===== config.mk =====
export PLATFORM = sky130hd
export DESIGN_NAME = wepf_top
export DESIGN_NICKNAME = d
export VERILOG_FILES = /design/src/logic/wepf_pkg.sv /design/src/logic/wepf_ack_if.sv /design/src/logic/wepf_ack_agg.sv /design/src/logic/wepf_top.sv
export SDC_FILE = /design/constraint.sdc
export NUM_CORES = 1
export LEC_CHECK = 0
export BUFFER_PORTS_ARGS = -buffer_cell sky130_fd_sc_hd__buf_2
export CAP_MARGIN = 20
export CELL_PAD_IN_SITES_DETAIL_PLACEMENT = 1
export CELL_PAD_IN_SITES_GLOBAL_PLACEMENT = 1
export CORE_MARGIN = 5
export CORE_UTILIZATION = 39
export DETAILED_ROUTE_END_ITERATION = 6
export GPL_ROUTABILITY_DRIVEN = 0
export PLACE_DENSITY = 0.8
export SLEW_MARGIN = 20
export SYNTH_ARGS = -nofsm -noshare
export SYNTH_HDL_FRONTEND = slang
export SYNTH_HIERARCHICAL = 1
export SYNTH_SLANG_ARGS = --single-unit
export TNS_END_PERCENT = 30

===== constraint.sdc =====
create_clock -name sys_clk -period 1.8 [get_ports sys_clk]
set_input_delay 0.36 -clock sys_clk [delete_from_list [all_inputs] [get_ports sys_clk]]
set_output_delay 0.36 -clock sys_clk [all_outputs]
set_load 0.02 [all_outputs]

===== src/logic/wepf_pkg.sv =====
// wepf_pkg: shared constants and types for the wake event / power-off fence block
// assumes a 10 MHz sys_clk
package wepf_pkg;
	// ------------------------------------------------------------
	// timing
	// ------------------------------------------------------------
	localparam int unsigned CLK_PERIOD_NS        = 100;
	localparam int unsigned RESEND_TIMEOUT_MS    = 100;
	localparam int unsigned RESEND_TIMEOUT_CYC   = RESEND_TIMEOUT_MS * 1000000 / CLK_PERIOD_NS;
	localparam int unsigned TIMER_W              = 20;
	// ------------------------------------------------------------
	// widths and reset values
	// ------------------------------------------------------------
	localparam int unsigned NUM_DS_PORTS         = 4;
	localparam int unsigned REQ_ID_W             = 16;
	localparam logic        PENDING_RST          = 1'b0;
	localparam logic        WAKE_OE_N_RST        = 1'b1;
	// ------------------------------------------------------------
	// wake delivery states
	// ------------------------------------------------------------
	typedef enum logic [1:0] {
		WEPF_COMM,
		WEPF_SENT,
		WEPF_NONCOMM,
		WEPF_REACT
	} wepf_state_t;
endpackage : wepf_pkg


===== src/logic/wepf_ack_if.sv =====
// wepf_ack_if: carries per-port fence acknowledge and ready signals to the aggregator
// assumes one sys_clk domain
`timescale 1ns/1ps
interface wepf_ack_if;
	logic [wepf_pkg::NUM_DS_PORTS-1:0] ds_ack;
	logic [wepf_pkg::NUM_DS_PORTS-1:0] ds_ready;
	logic [wepf_pkg::NUM_DS_PORTS-1:0] ds_active;
	logic                              clear;
	logic                              all_acked;
	logic                              all_ready;
	modport top (output ds_ack, output ds_ready, output ds_active, output clear,
		input all_acked, input all_ready);
	modport agg (input ds_ack, input ds_ready, input ds_active, input clear,
		output all_acked, output all_ready);
endinterface : wepf_ack_if


===== src/logic/wepf_ack_agg.sv =====
// wepf_ack_agg: scoreboard of downstream fence acknowledgements
// assumes inputs are synchronous to sys_clk
`timescale 1ns/1ps
module wepf_ack_agg (
	// clock and reset
	input wire logic sys_clk,
	input wire logic rst,
	// link to top
	wepf_ack_if.agg  agg
);
	logic [wepf_pkg::NUM_DS_PORTS-1:0] seen_q;

	// ------------------------------------------------------------
	// scoreboard
	// ------------------------------------------------------------
	always_ff @(posedge sys_clk) begin
		if (rst || agg.clear) begin // see RULE16
			seen_q <= '0;
		end else begin
			seen_q <= seen_q | agg.ds_ack;
		end
	end

	// idle ports count as done
	assign agg.all_acked = &(seen_q | ~agg.ds_active); // see RULE15
	assign agg.all_ready = &(agg.ds_ready | ~agg.ds_active); // see RULE19
endmodule : wepf_ack_agg


===== src/logic/wepf_top.sv =====
// wepf_top: wake event delivery and power-off fence for a downstream component
// assumes link pulses are sys_clk synchronous; wake_line and main_pwr are pins
//
// Summary of operation
// RULE1 - link wakeup is used only when the upstream link is non-communicating L2.
// RULE2 - every wake request carries the requester id of the originating function.
// RULE3 - a root port reports its own wake events through itself.
// RULE4 - event collector lists its integrated endpoints; each belongs to one collector.
// RULE5 - wakeup-capable component implements beacon unless sideband-only form factor.
// RULE6 - a bridging switch sends beacon upstream while sideband wake input asserted.
// RULE7 - sideband wake stays driven low until fundamental reset deasserts; here the line is released as soon as rst asserts.
// RULE8 - the endpoint never reads the sideband wake line as an input.
// RULE9 - wakeup used only while wake_event_enable is set by software.
// RULE10 - wake_event_pending survives reset when aux power and enable present.
// RULE11 - aux power drawn only after software enables it.
// RULE12 - after link retrains, the function sends its wake request upstream.
// RULE13 - fence message arrival blocks new wake requests at once; here the block takes effect one cycle after arrival, once fence_q is set.
// RULE14 - each receiver answers the fence with an acknowledgement sent upstream.
// RULE15 - switch sends one upstream acknowledgement after all downstream ports acked.
// RULE16 - aggregation clears on ack sent, upstream packet, power loss, or reset.
// RULE17 - endpoint acknowledges the fence regardless of device power state.
// RULE18 - after acknowledging, endpoint moves link toward ready-for-power-removal.
// RULE19 - switch upstream link goes ready only after all downstream ports ready.
// RULE20 - power manager times out waiting for acks in 1 to 10 ms.
// RULE21 - power manager waits 100 ns after ready before removing power.
// RULE22 - entry request packet repeats until acknowledged or power removed.
// RULE23 - still pending 100 ms after a request: resend, waking link first.
// RULE24 - sideband wake is open drain, enable low drives zero.
`timescale 1ns/1ps
module wepf_top (
	// clock and reset
	input  wire logic                               sys_clk,
	input  wire logic                               rst,
	// configuration
	input  wire logic                               is_switch,
	input  wire logic                               use_sideband,
	input  wire logic                               beacon_capable,
	input  wire logic [wepf_pkg::REQ_ID_W-1:0]      requester_id,
	// software control and status
	input  wire logic                               wake_event_enable,
	input  wire logic                               aux_pwr_enable,
	input  wire logic                               pending_clear,
	input  wire logic                               aux_present,
	output logic                                    wake_event_pending,
	output logic                                    aux_pwr_draw,
	// function event
	input  wire logic                               wake_event_in,
	// upstream link status and messages
	input  wire logic                               link_trained,
	input  wire logic                               power_off_fence_msg,
	input  wire logic                               us_tlp_rx,
	input  wire logic                               enter_ack_rx,
	output logic                                    wake_request_msg,
	output logic [wepf_pkg::REQ_ID_W-1:0]           wake_request_id,
	output logic                                    power_off_fence_ack,
	output logic                                    enter_poweroff_ready_pkt,
	output logic                                    ready_for_power_removal,
	output logic                                    beacon_req,
	// downstream ports (switch only)
	input  wire logic [wepf_pkg::NUM_DS_PORTS-1:0]  ds_active,
	input  wire logic [wepf_pkg::NUM_DS_PORTS-1:0]  ds_fence_ack,
	input  wire logic [wepf_pkg::NUM_DS_PORTS-1:0]  ds_ready,
	output logic                                    ds_fence_fwd,
	// platform pins
	input  wire logic                               main_pwr,
	input  wire logic                               sideband_wake_in,
	output logic                                    wake_line_o,
	output logic                                    wake_line_oe_n
);
	wepf_pkg::wepf_state_t state_q;
	logic [wepf_pkg::TIMER_W-1:0] timer_q;
	logic main_pwr_m_q;
	logic main_pwr_s_q;
	logic sb_in_m_q;
	logic sb_in_s_q;
	logic fence_q;
	logic acked_q;
	logic entering_q;
	logic send_ack;
	logic wake_send;
	logic timeout;
	logic agg_clear;
	wepf_ack_if ack_bus ();

	// ------------------------------------------------------------
	// pin synchronisers
	// ------------------------------------------------------------
	always_ff @(posedge sys_clk) begin
		main_pwr_m_q <= main_pwr;
		main_pwr_s_q <= main_pwr_m_q;
		sb_in_m_q    <= sideband_wake_in;
		sb_in_s_q    <= sb_in_m_q;
	end

	// ------------------------------------------------------------
	// aux power gate
	// ------------------------------------------------------------
	always_ff @(posedge sys_clk) begin
		if (rst) begin
			aux_pwr_draw <= 1'b0;
		end else begin
			aux_pwr_draw <= aux_pwr_enable; // see RULE11
		end
	end

	// ------------------------------------------------------------
	// sticky pending status
	// ------------------------------------------------------------
	always_ff @(posedge sys_clk) begin
		if (rst && !(aux_present && wake_event_enable)) begin
			wake_event_pending <= wepf_pkg::PENDING_RST; // see RULE10
		end else if (wake_event_in && wake_event_enable && !fence_q) begin
			wake_event_pending <= 1'b1; // see RULE9
		end else if (pending_clear) begin
			wake_event_pending <= 1'b0;
		end
	end

	// ------------------------------------------------------------
	// fence reception and acknowledgement
	// ------------------------------------------------------------
	// ack goes out for any power state; switch waits for all active downstream ports
	assign send_ack = fence_q && !acked_q &&
		(!is_switch || ack_bus.all_acked); // see RULE14 see RULE15 see RULE17

	always_ff @(posedge sys_clk) begin
		if (rst || us_tlp_rx && !power_off_fence_msg) begin
			fence_q <= 1'b0;
		end else if (power_off_fence_msg) begin
			fence_q <= 1'b1; // see RULE13
		end
	end

	always_ff @(posedge sys_clk) begin
		if (rst || !fence_q) begin
			acked_q <= 1'b0;
		end else if (send_ack) begin
			acked_q <= 1'b1;
		end
	end

	always_ff @(posedge sys_clk) begin
		if (rst) begin
			power_off_fence_ack <= 1'b0;
			ds_fence_fwd        <= 1'b0;
		end else begin
			power_off_fence_ack <= send_ack; // see RULE14
			ds_fence_fwd        <= power_off_fence_msg && is_switch;
		end
	end

	// ------------------------------------------------------------
	// downstream acknowledgement aggregation
	// ------------------------------------------------------------
	assign agg_clear = send_ack || us_tlp_rx || !main_pwr_s_q; // see RULE16
	assign ack_bus.ds_ack    = ds_fence_ack;
	assign ack_bus.ds_ready  = ds_ready;
	assign ack_bus.ds_active = ds_active;
	assign ack_bus.clear     = agg_clear;

	wepf_ack_agg u_agg (
		.sys_clk (sys_clk),
		.rst     (rst),
		.agg     (ack_bus.agg)
	);

	// ------------------------------------------------------------
	// ready-for-power-removal entry
	// ------------------------------------------------------------
	always_ff @(posedge sys_clk) begin
		if (rst || !fence_q || !main_pwr_s_q) begin
			entering_q <= 1'b0;
		end else if (acked_q && (!is_switch || ack_bus.all_ready)) begin
			entering_q <= 1'b1; // see RULE18 see RULE19
		end
	end

	always_ff @(posedge sys_clk) begin
		if (rst || !fence_q || !main_pwr_s_q) begin
			enter_poweroff_ready_pkt <= 1'b0;
			ready_for_power_removal  <= 1'b0;
		end else if (enter_ack_rx && entering_q) begin
			enter_poweroff_ready_pkt <= 1'b0;
			ready_for_power_removal  <= 1'b1;
		end else begin
			// repeat until acknowledged or power goes
			enter_poweroff_ready_pkt <= entering_q && !ready_for_power_removal; // see RULE22
		end
	end

	// ------------------------------------------------------------
	// wake delivery state machine
	// ------------------------------------------------------------
	assign timeout   = (timer_q == wepf_pkg::TIMER_W'(wepf_pkg::RESEND_TIMEOUT_CYC - 1));
	assign wake_send = wake_event_pending && wake_event_enable && link_trained &&
		!fence_q && (state_q == wepf_pkg::WEPF_COMM || state_q == wepf_pkg::WEPF_REACT ||
		(state_q == wepf_pkg::WEPF_SENT && timeout)); // see RULE12 see RULE23

	always_ff @(posedge sys_clk) begin
		if (rst) begin
			state_q <= wepf_pkg::WEPF_COMM;
		end else begin
			unique case (state_q)
				wepf_pkg::WEPF_COMM: begin
					if (wake_send) begin
						state_q <= wepf_pkg::WEPF_SENT;
					end else if (ready_for_power_removal) begin
						state_q <= wepf_pkg::WEPF_NONCOMM;
					end
				end
				wepf_pkg::WEPF_SENT: begin
					if (!wake_event_pending) begin
						state_q <= wepf_pkg::WEPF_COMM;
					end else if (acked_q) begin
						state_q <= wepf_pkg::WEPF_REACT;
					end else if (timeout && !link_trained) begin
						state_q <= wepf_pkg::WEPF_REACT; // see RULE23
					end
				end
				wepf_pkg::WEPF_NONCOMM: begin
					if (wake_event_pending && wake_event_enable) begin
						state_q <= wepf_pkg::WEPF_REACT; // see RULE1
					end
				end
				wepf_pkg::WEPF_REACT: begin
					if (wake_send) begin
						state_q <= wepf_pkg::WEPF_SENT;
					end
				end
			endcase
		end
	end

	always_ff @(posedge sys_clk) begin
		if (rst || state_q != wepf_pkg::WEPF_SENT || wake_send) begin
			timer_q <= '0;
		end else if (!timeout) begin
			timer_q <= timer_q + 1'b1;
		end
	end

	always_ff @(posedge sys_clk) begin
		if (rst) begin
			wake_request_msg <= 1'b0;
			wake_request_id  <= '0;
		end else begin
			wake_request_msg <= wake_send;
			if (wake_send) begin
				wake_request_id <= requester_id; // see RULE2 see RULE3 see RULE4
			end
		end
	end

	// ------------------------------------------------------------
	// wakeup signalling: sideband line and beacon
	// ------------------------------------------------------------
	always_ff @(posedge sys_clk) begin
		if (rst) begin
			wake_line_oe_n <= wepf_pkg::WAKE_OE_N_RST; // see RULE7
			wake_line_o    <= 1'b0;
		end else begin
			wake_line_o <= 1'b0; // see RULE24
			if (state_q == wepf_pkg::WEPF_REACT && use_sideband && wake_event_enable &&
				aux_pwr_draw) begin
				wake_line_oe_n <= 1'b0; // see RULE7 see RULE9
			end
		end
	end

	// sideband input only bridged by a switch, never read as wake source
	always_ff @(posedge sys_clk) begin
		if (rst) begin
			beacon_req <= 1'b0;
		end else begin
			beacon_req <= beacon_capable && ((state_q == wepf_pkg::WEPF_REACT &&
				!use_sideband && wake_event_enable && !link_trained) ||
				(is_switch && sb_in_s_q)); // see RULE5 see RULE6 see RULE8
		end
	end
endmodule : wepf_top


==> impl_metrics.toml, run 1 <==
[sta]
post-route-min-period_ns = 1.78
finalCritPeriodShare_pct = 98.7
setup_slack_ns = 0.0230
slew_viol_final = 0
hold_viol_final = 0
skew_ns = 0.00906
setup-violations-final = 0
fmax_mhz = 563

[die]
coreArea_um2 = 6280
die_area_um2 = 8100
io_pins = 70
num_rows = 29
initial_core_util_pct = 39.8
die_w_um = 90
die_h_um = 90

[clock_tree]
cts_max_level = 3
cts_tree = "yes"
cts_sinks = 58
cts_buffer_depth = 2
clk_pin_slew_ns = 0.06
cts_made_buffers = 9
clock_latency_ns = 0.33
cts_root_buffer = "clkbuf_8"

[grt]
grt_pass1_wl_um = 10600
grt_usage_pct = 15.9
grt_max_degree = 22
grt_pass1_vias = 2327
met2_usage_pct = 26.8
use_met3_pct = 7.18
antenna_found_initial = 0
grt_use_met1_pct = 17.7
grt.overflow.total = 0
top_usage_layer = "met2"

[pwr]
power_mw = 2.92
power_switching_mw = 0.829
swShare_pct = 28.3
sequentialPowerShare_pct = 46.8
peakVddDrop_mv = 0.448
intPower_mw = 2.09
pwr-share-comb_pct = 19.0
leakage_nw = 1.34
p_per_area_nw_per_um2 = 918
clkPwrFrac_pct = 34.2

[critical_path]
rr_startpoint = "state_q[1]"
reg2reg_to = "state_q[1]"
cp_data_arrival_time_ns = 2.00
cp_max_fo = 3
reg2reg_setup_slack_ns = 0.02
r2r_cells = 6
critPathLaunchType = "flip-flop"
crit_required_ns = 2.02
endpoint_kind = "flip-flop"
criticalPathCategory = "reg2reg"

[placed_design]
io_buffers = 68
dp_hpwl_um = 4750
place_area_um2 = 2980
pre_cts_slack_ns = 0.000486

[finish]
antenna_cells = 0
fill_cells = 755
fin_area_um2 = 3190
final_net_count = 395
layout-drive-gt1-share_pct = 33.5
area_growth_pct = 27.6

[yosys]
synthCells = 259
yosysWarnings = 6
yosysMostFrequentCell = "dfxtp_1"
synth_async_sr_flop_share_pct = 0
ys_ff_latch = 58
syn-num-nets = 308
postSynthAreaPerCell_um2 = 9.64
ys_types = 50
synth_edf_count = 0
synth_largest_area_cell = "dfxtp_1"
synth_top_cell_area_share_pct = 46.5
synth_area_leaders = "dfxtp_1 (47%), nor2_1 (6.6%), mux2i_1 (6.4%)"
syn_area_um2 = 2500
synth_top_cells_by_count = "dfxtp_1 (58), nor2_1 (44), mux2i_1 (16), nand2_1 (13), a21oi_1 (12)"
ys_seq_area_share_pct = 46.5
synth_ff_type = "dfxtp_1"

[routing]
wl_per_cell_um = 14.8
drc = 0
first_pass_iters = 4
vias_per_cell = 5.08
vias = 2165
antenna_left = 0
first_iter_violations = 38
wl_um = 6290

[hold_path]
hold_path_end = "sb_in_m_q"
min_path_cells = 1
hp-class = "in2reg"
hp-start = "sideband_wake_in"

[run_status]
outcome = "finished clean"

[job]
maxCapViolCount = 0
==> power by group through the flow <==
stage	Combinational [mW]	Sequential, mW	Clock, mW
after floorplan	0.339	1.40	0
after global placement	0.510	1.39	0
after detailed placement	0.526	1.39	0
after CTS	0.537	1.37	1.03
after global routing	0.613	1.37	1.09
final	0.555	1.37	1.00
==> layout make-up <==
cell class | instances | area (um2) | share of cell area (%)
Clock buffer | 11 | 141 | 4.44
Clock inverter | 3 | 17.5 | 0.550
Inverter | 9 | 33.8 | 1.06
Multi-Input combinational cell | 184 | 1260 | 39.5
Sequential cell | 58 | 1160 | 36.6
Tap cell | 77 | 96.3 | 3.02
Timing Repair Buffer | 84 | 473 | 14.8
==> repair_timing <==
| action | in CTS | in global routing |
|---|---|---|
| pin swaps | 0 | 3 |
| buffers inserted | 0 | 2 |
| gates resized for setup | 1 | 10 |
| endpoints found under the setup margin | 1 | 38 |
| hold buffers | 0 | 0 |
==> routing by layer <==
layer | vias up | wire length, um | share of wire (%)
met4 | 0 | 78 | 1.2
met3 | 9 | 486 | 7.7
met2 | 54 | 3060 | 49
li1 | 1061 | - | -
met5 | - | 0 | 0
met1 | 1041 | 2670 | 42
==> sequential cells by signal (all words and copies together) (netlist names), 2 cells and up <==
name and cells:
state_q 2, u_agg/seen_q 4, timer_q 20, wake_request_id 16
==> through the flow <==
| stage | hold WS, ns | util [%] | cells | TNS [ns] |
|---|---|---|---|---|
| floorplan | 0.310 | - | 259 | 0 |
| global placement | 0.311 | 47.5 | 410 | 0 |
| detailed placement | 0.315 | 47.5 | 410 | 0 |
| CTS | 0.111 | 50.1 | 424 | 0 |
| global route | 0.106 | 50.7 | 426 | -0.0851 |
| finish | 0.128 | 50.7 | 426 | 0 |
==> kinds of logic after synthesis <==
group	count (synthesis)	share of synthesized area (%)
multiplexers	16	6.42
AND/OR/NAND/NOR	111	24.0
adder cells (fa/ha/maj)	5	2.51
XOR/XNOR	14	4.91
other	1	0.150
AO/OA/AOI/OAI	37	11.5
buffers and inverters	17	4.06
flip-flops	58	46.5
==> layout by cell type, fill, tap and decap left out, types with 3 or more instances in the layout <==
cell      count
nand4_1       4
ha_1          4
nand2b_1      3
o21a_1        5
buf_2        68
xor2_1        9
and3_1        7
buf_4        15
dfxtp_2       3
nor3_1        3
a21oi_1      12
inv_1         9
o211ai_1      3
clkbuf_8     10
nor2_1       43
and4_1        3
mux2i_1      16
nor2b_1       6
dfxtp_1      55
nand3_1       8
o21ai_0       3
xnor2_1       5
and2_1        3
nand2_1      13
==> worst max path at each step <==
stage | start | slack [ns] | to | cells past startpoint
6_report | state_q[1] | 0.02 | state_q[1] | 6
5_1_grt | state_q[1] | -0.04 | state_q[1] | 6
4_1_cts | timer_q[11] | 0.03 | wake_request_id[4] | 6
3_5_place_dp | state_q[1] | 0.0005 | state_q[1] | 7
3_3_place_gp | state_q[1] | 0.13 | state_q[1] | 7
2_1_floorplan | timer_q[0] | 0.14 | wake_request_id[9] | 8
==> critical path: stages, from the launching register on <==
cell and delay (ns):
dfxtp_1 0.36, inv_1 0.09, ha_1 0.33, a21oi_1 0.27
o2111ai_2 0.18, a2bb2o_1 0.29, and3_1 0.16
(Power assumes the default switching activity.)
==> run 2: changes to the inputs <==
--- a/config.mk
+++ b/config.mk
@@ -9,6 +9,7 @@
 export CAP_MARGIN = 20
 export CELL_PAD_IN_SITES_DETAIL_PLACEMENT = 1
 export CELL_PAD_IN_SITES_GLOBAL_PLACEMENT = 1
+export CORE_ASPECT_RATIO = 1.4
 export CORE_MARGIN = 5
 export CORE_UTILIZATION = 39
 export DETAILED_ROUTE_END_ITERATION = 6
==> run 2 against run 1 <==
Net effect: power rose by 6.5%; highest routed layer unchanged; fmax up 3.0%; sequential power barely moved; largest cell class unchanged; clock skew barely moved.
==> impl_metrics.toml, run 2 (synthesized netlist as in run 1, its figures left out) <==
[run_status]
outcome = "finished clean"

[finish]
multi_input_area_um2 = 1280
layout-drive-gt1-share_pct = 35.8
final_net_count = 400
antenna_cells = 0
seqCellArea_um2 = 1160
largest_reg_flops = 20
largestRegisters = "timer_q x20, wake_request_id x16, u_agg/seen_q x4"
final_core_util_pct = 53.1
area_growth_pct = 32.1
final_common_cell = "buf_2"
fill_cells = 720
top_register = "timer_q"
final_cell_mix = "buf_2 (68), dfxtp_1 (57), nor2_1 (43), buf_4 (18), mux2i_1 (14)"

[hold_path]
hp-class = "in2reg"
hold_path_end = "main_pwr_m_q"
hp-start = "main_pwr"
min_path_cells = 1

[critical_path]
critPathLaunchType = "flip-flop"
r2r_cells = 6
path_depth = 6
critPathTopFamily = "compound AO/OA/AOI/OAI gates"
cp_cell_sequence = "inv_1 -> ha_1 -> a21oi_2 -> o2111ai_2 -> a2bb2o_1 -> and3_1"
reg2reg_setup_slack_ns = 0.08
endpoint_kind = "flip-flop"
slowest_stage = "dfxtp_2"
criticalPathCategory = "reg2reg"
slowest_delay_ns = 0.37
crit_required_ns = 2.03
cp_data_arrival_time_ns = 1.96
cp_num_buf_inv = 1
cp_max_fo = 4
rr_startpoint = "state_q[0]"
reg2reg_to = "state_q[1]"

[clock_tree]
cts_root_buffer = "clkbuf_8"
cts_hold_buf = 0
cts_tree = "yes"
cts_sinks = 58
cts_buffer_depth = 2
cts_max_level = 3
clock_latency_ns = 0.34
clk_pin_slew_ns = 0.07
cts_made_buffers = 9

[routing]
antenna_left = 0
first_pass_iters = 4
vias = 2168
first_iter_violations = 51
wl_um = 6530
wl_per_cell_um = 15.3
vias_per_cell = 5.08
drc = 0

[sta]
finalCritPeriodShare_pct = 95.8
skew_ns = 0.00869
setup_slack_ns = 0.0751
post-route-min-period_ns = 1.72
slew_viol_final = 0
setup-violations-final = 0
fmax_mhz = 580
fin_tns_setup_ns = 0
hold_viol_final = 0

[grt]
grt.overflow.total = 0
grt_pass1_wl_um = 10600
antenna_found_initial = 0
grt_pass1_vias = 2359
grt_usage_pct = 16.1
grt_max_degree = 22

[job]
maxCapViolCount = 0

[pwr]
peakVddDrop_mv = 0.428
p_per_area_nw_per_um2 = 944
leakage_nw = 1.41

[die]
die_w_um = 77.6
die_area_um2 = 8120
coreArea_um2 = 6210
initial_core_util_pct = 40.2
io_pins = 70
num_rows = 34
die_h_um = 105

[placed_design]
pre_cts_slack_ns = 0.0132
dp_hpwl_um = 4820
io_buffers = 68
[run 2: cell count changes in the layout (fill, tap and decap cells not counted), sizes merged]
cell and change:
buf +4, bufinv +1, clkbuf -1, clkinv +2
[run 2: cell type report]
type                    instances  share of cell area (%)
inverters                       9                    1.02
multi-input cells             184                    38.8
repair buffers                 89                    16.4
clock inverters                 6                    2.09
flip-flops and latches         58                    35.2
well taps                      72                    2.73
clock buffers                   9                    3.76
[run 2: per-stage QoR]
step	total power, mW	instance area [um2]	hold slack, ns	std cells
after floorplan	1.74	2500	0.310	259
after global routing	3.27	3300	0.108	427
after global placement	1.91	3000	0.311	407
after CTS	3.11	3200	0.110	422
after detailed placement	1.92	3000	0.319	407
final	3.11	3300	0.123	427
[run 2: routing by layer]
layer  up-vias  track usage [%]  part of all wire [%]
met5         -                0                     0
met4         0             8.23                   1.9
met3        10             6.28                   6.8
met2        53             28.9                    55
met1      1030             15.4                    36
li1       1075                -                     -
[run 2: power breakdown]
group	leakage (nW)	internal (mW)	switching [mW]
Sequential	0.471	1.33	0.0367
Combinational	0.842	0.256	0.316
Clock	0.0953	0.635	0.537
Total	1.41	2.22	0.890
[run 2: repair_timing]
action / in CTS / in global routing
setup endpoints to repair: 0 / 38
buffers inserted: 0 / 4
gates resized for setup: 0 / 14
endpoints found under the hold margin: 0 / 0
[run 2: how the worst max path moves through the flow]
stage	startpoint	to	slack, ns
detailed placement	timer_q[11]	wake_request_id[9]	0.01
floorplan	timer_q[0]	wake_request_id[9]	0.14
global route	state_q[0]	wake_request_id[9]	-0.02
global placement	state_q[1]	state_q[1]	0.07
finish	state_q[0]	state_q[1]	0.08
CTS	timer_q[11]	wake_request_id[9]	0.01
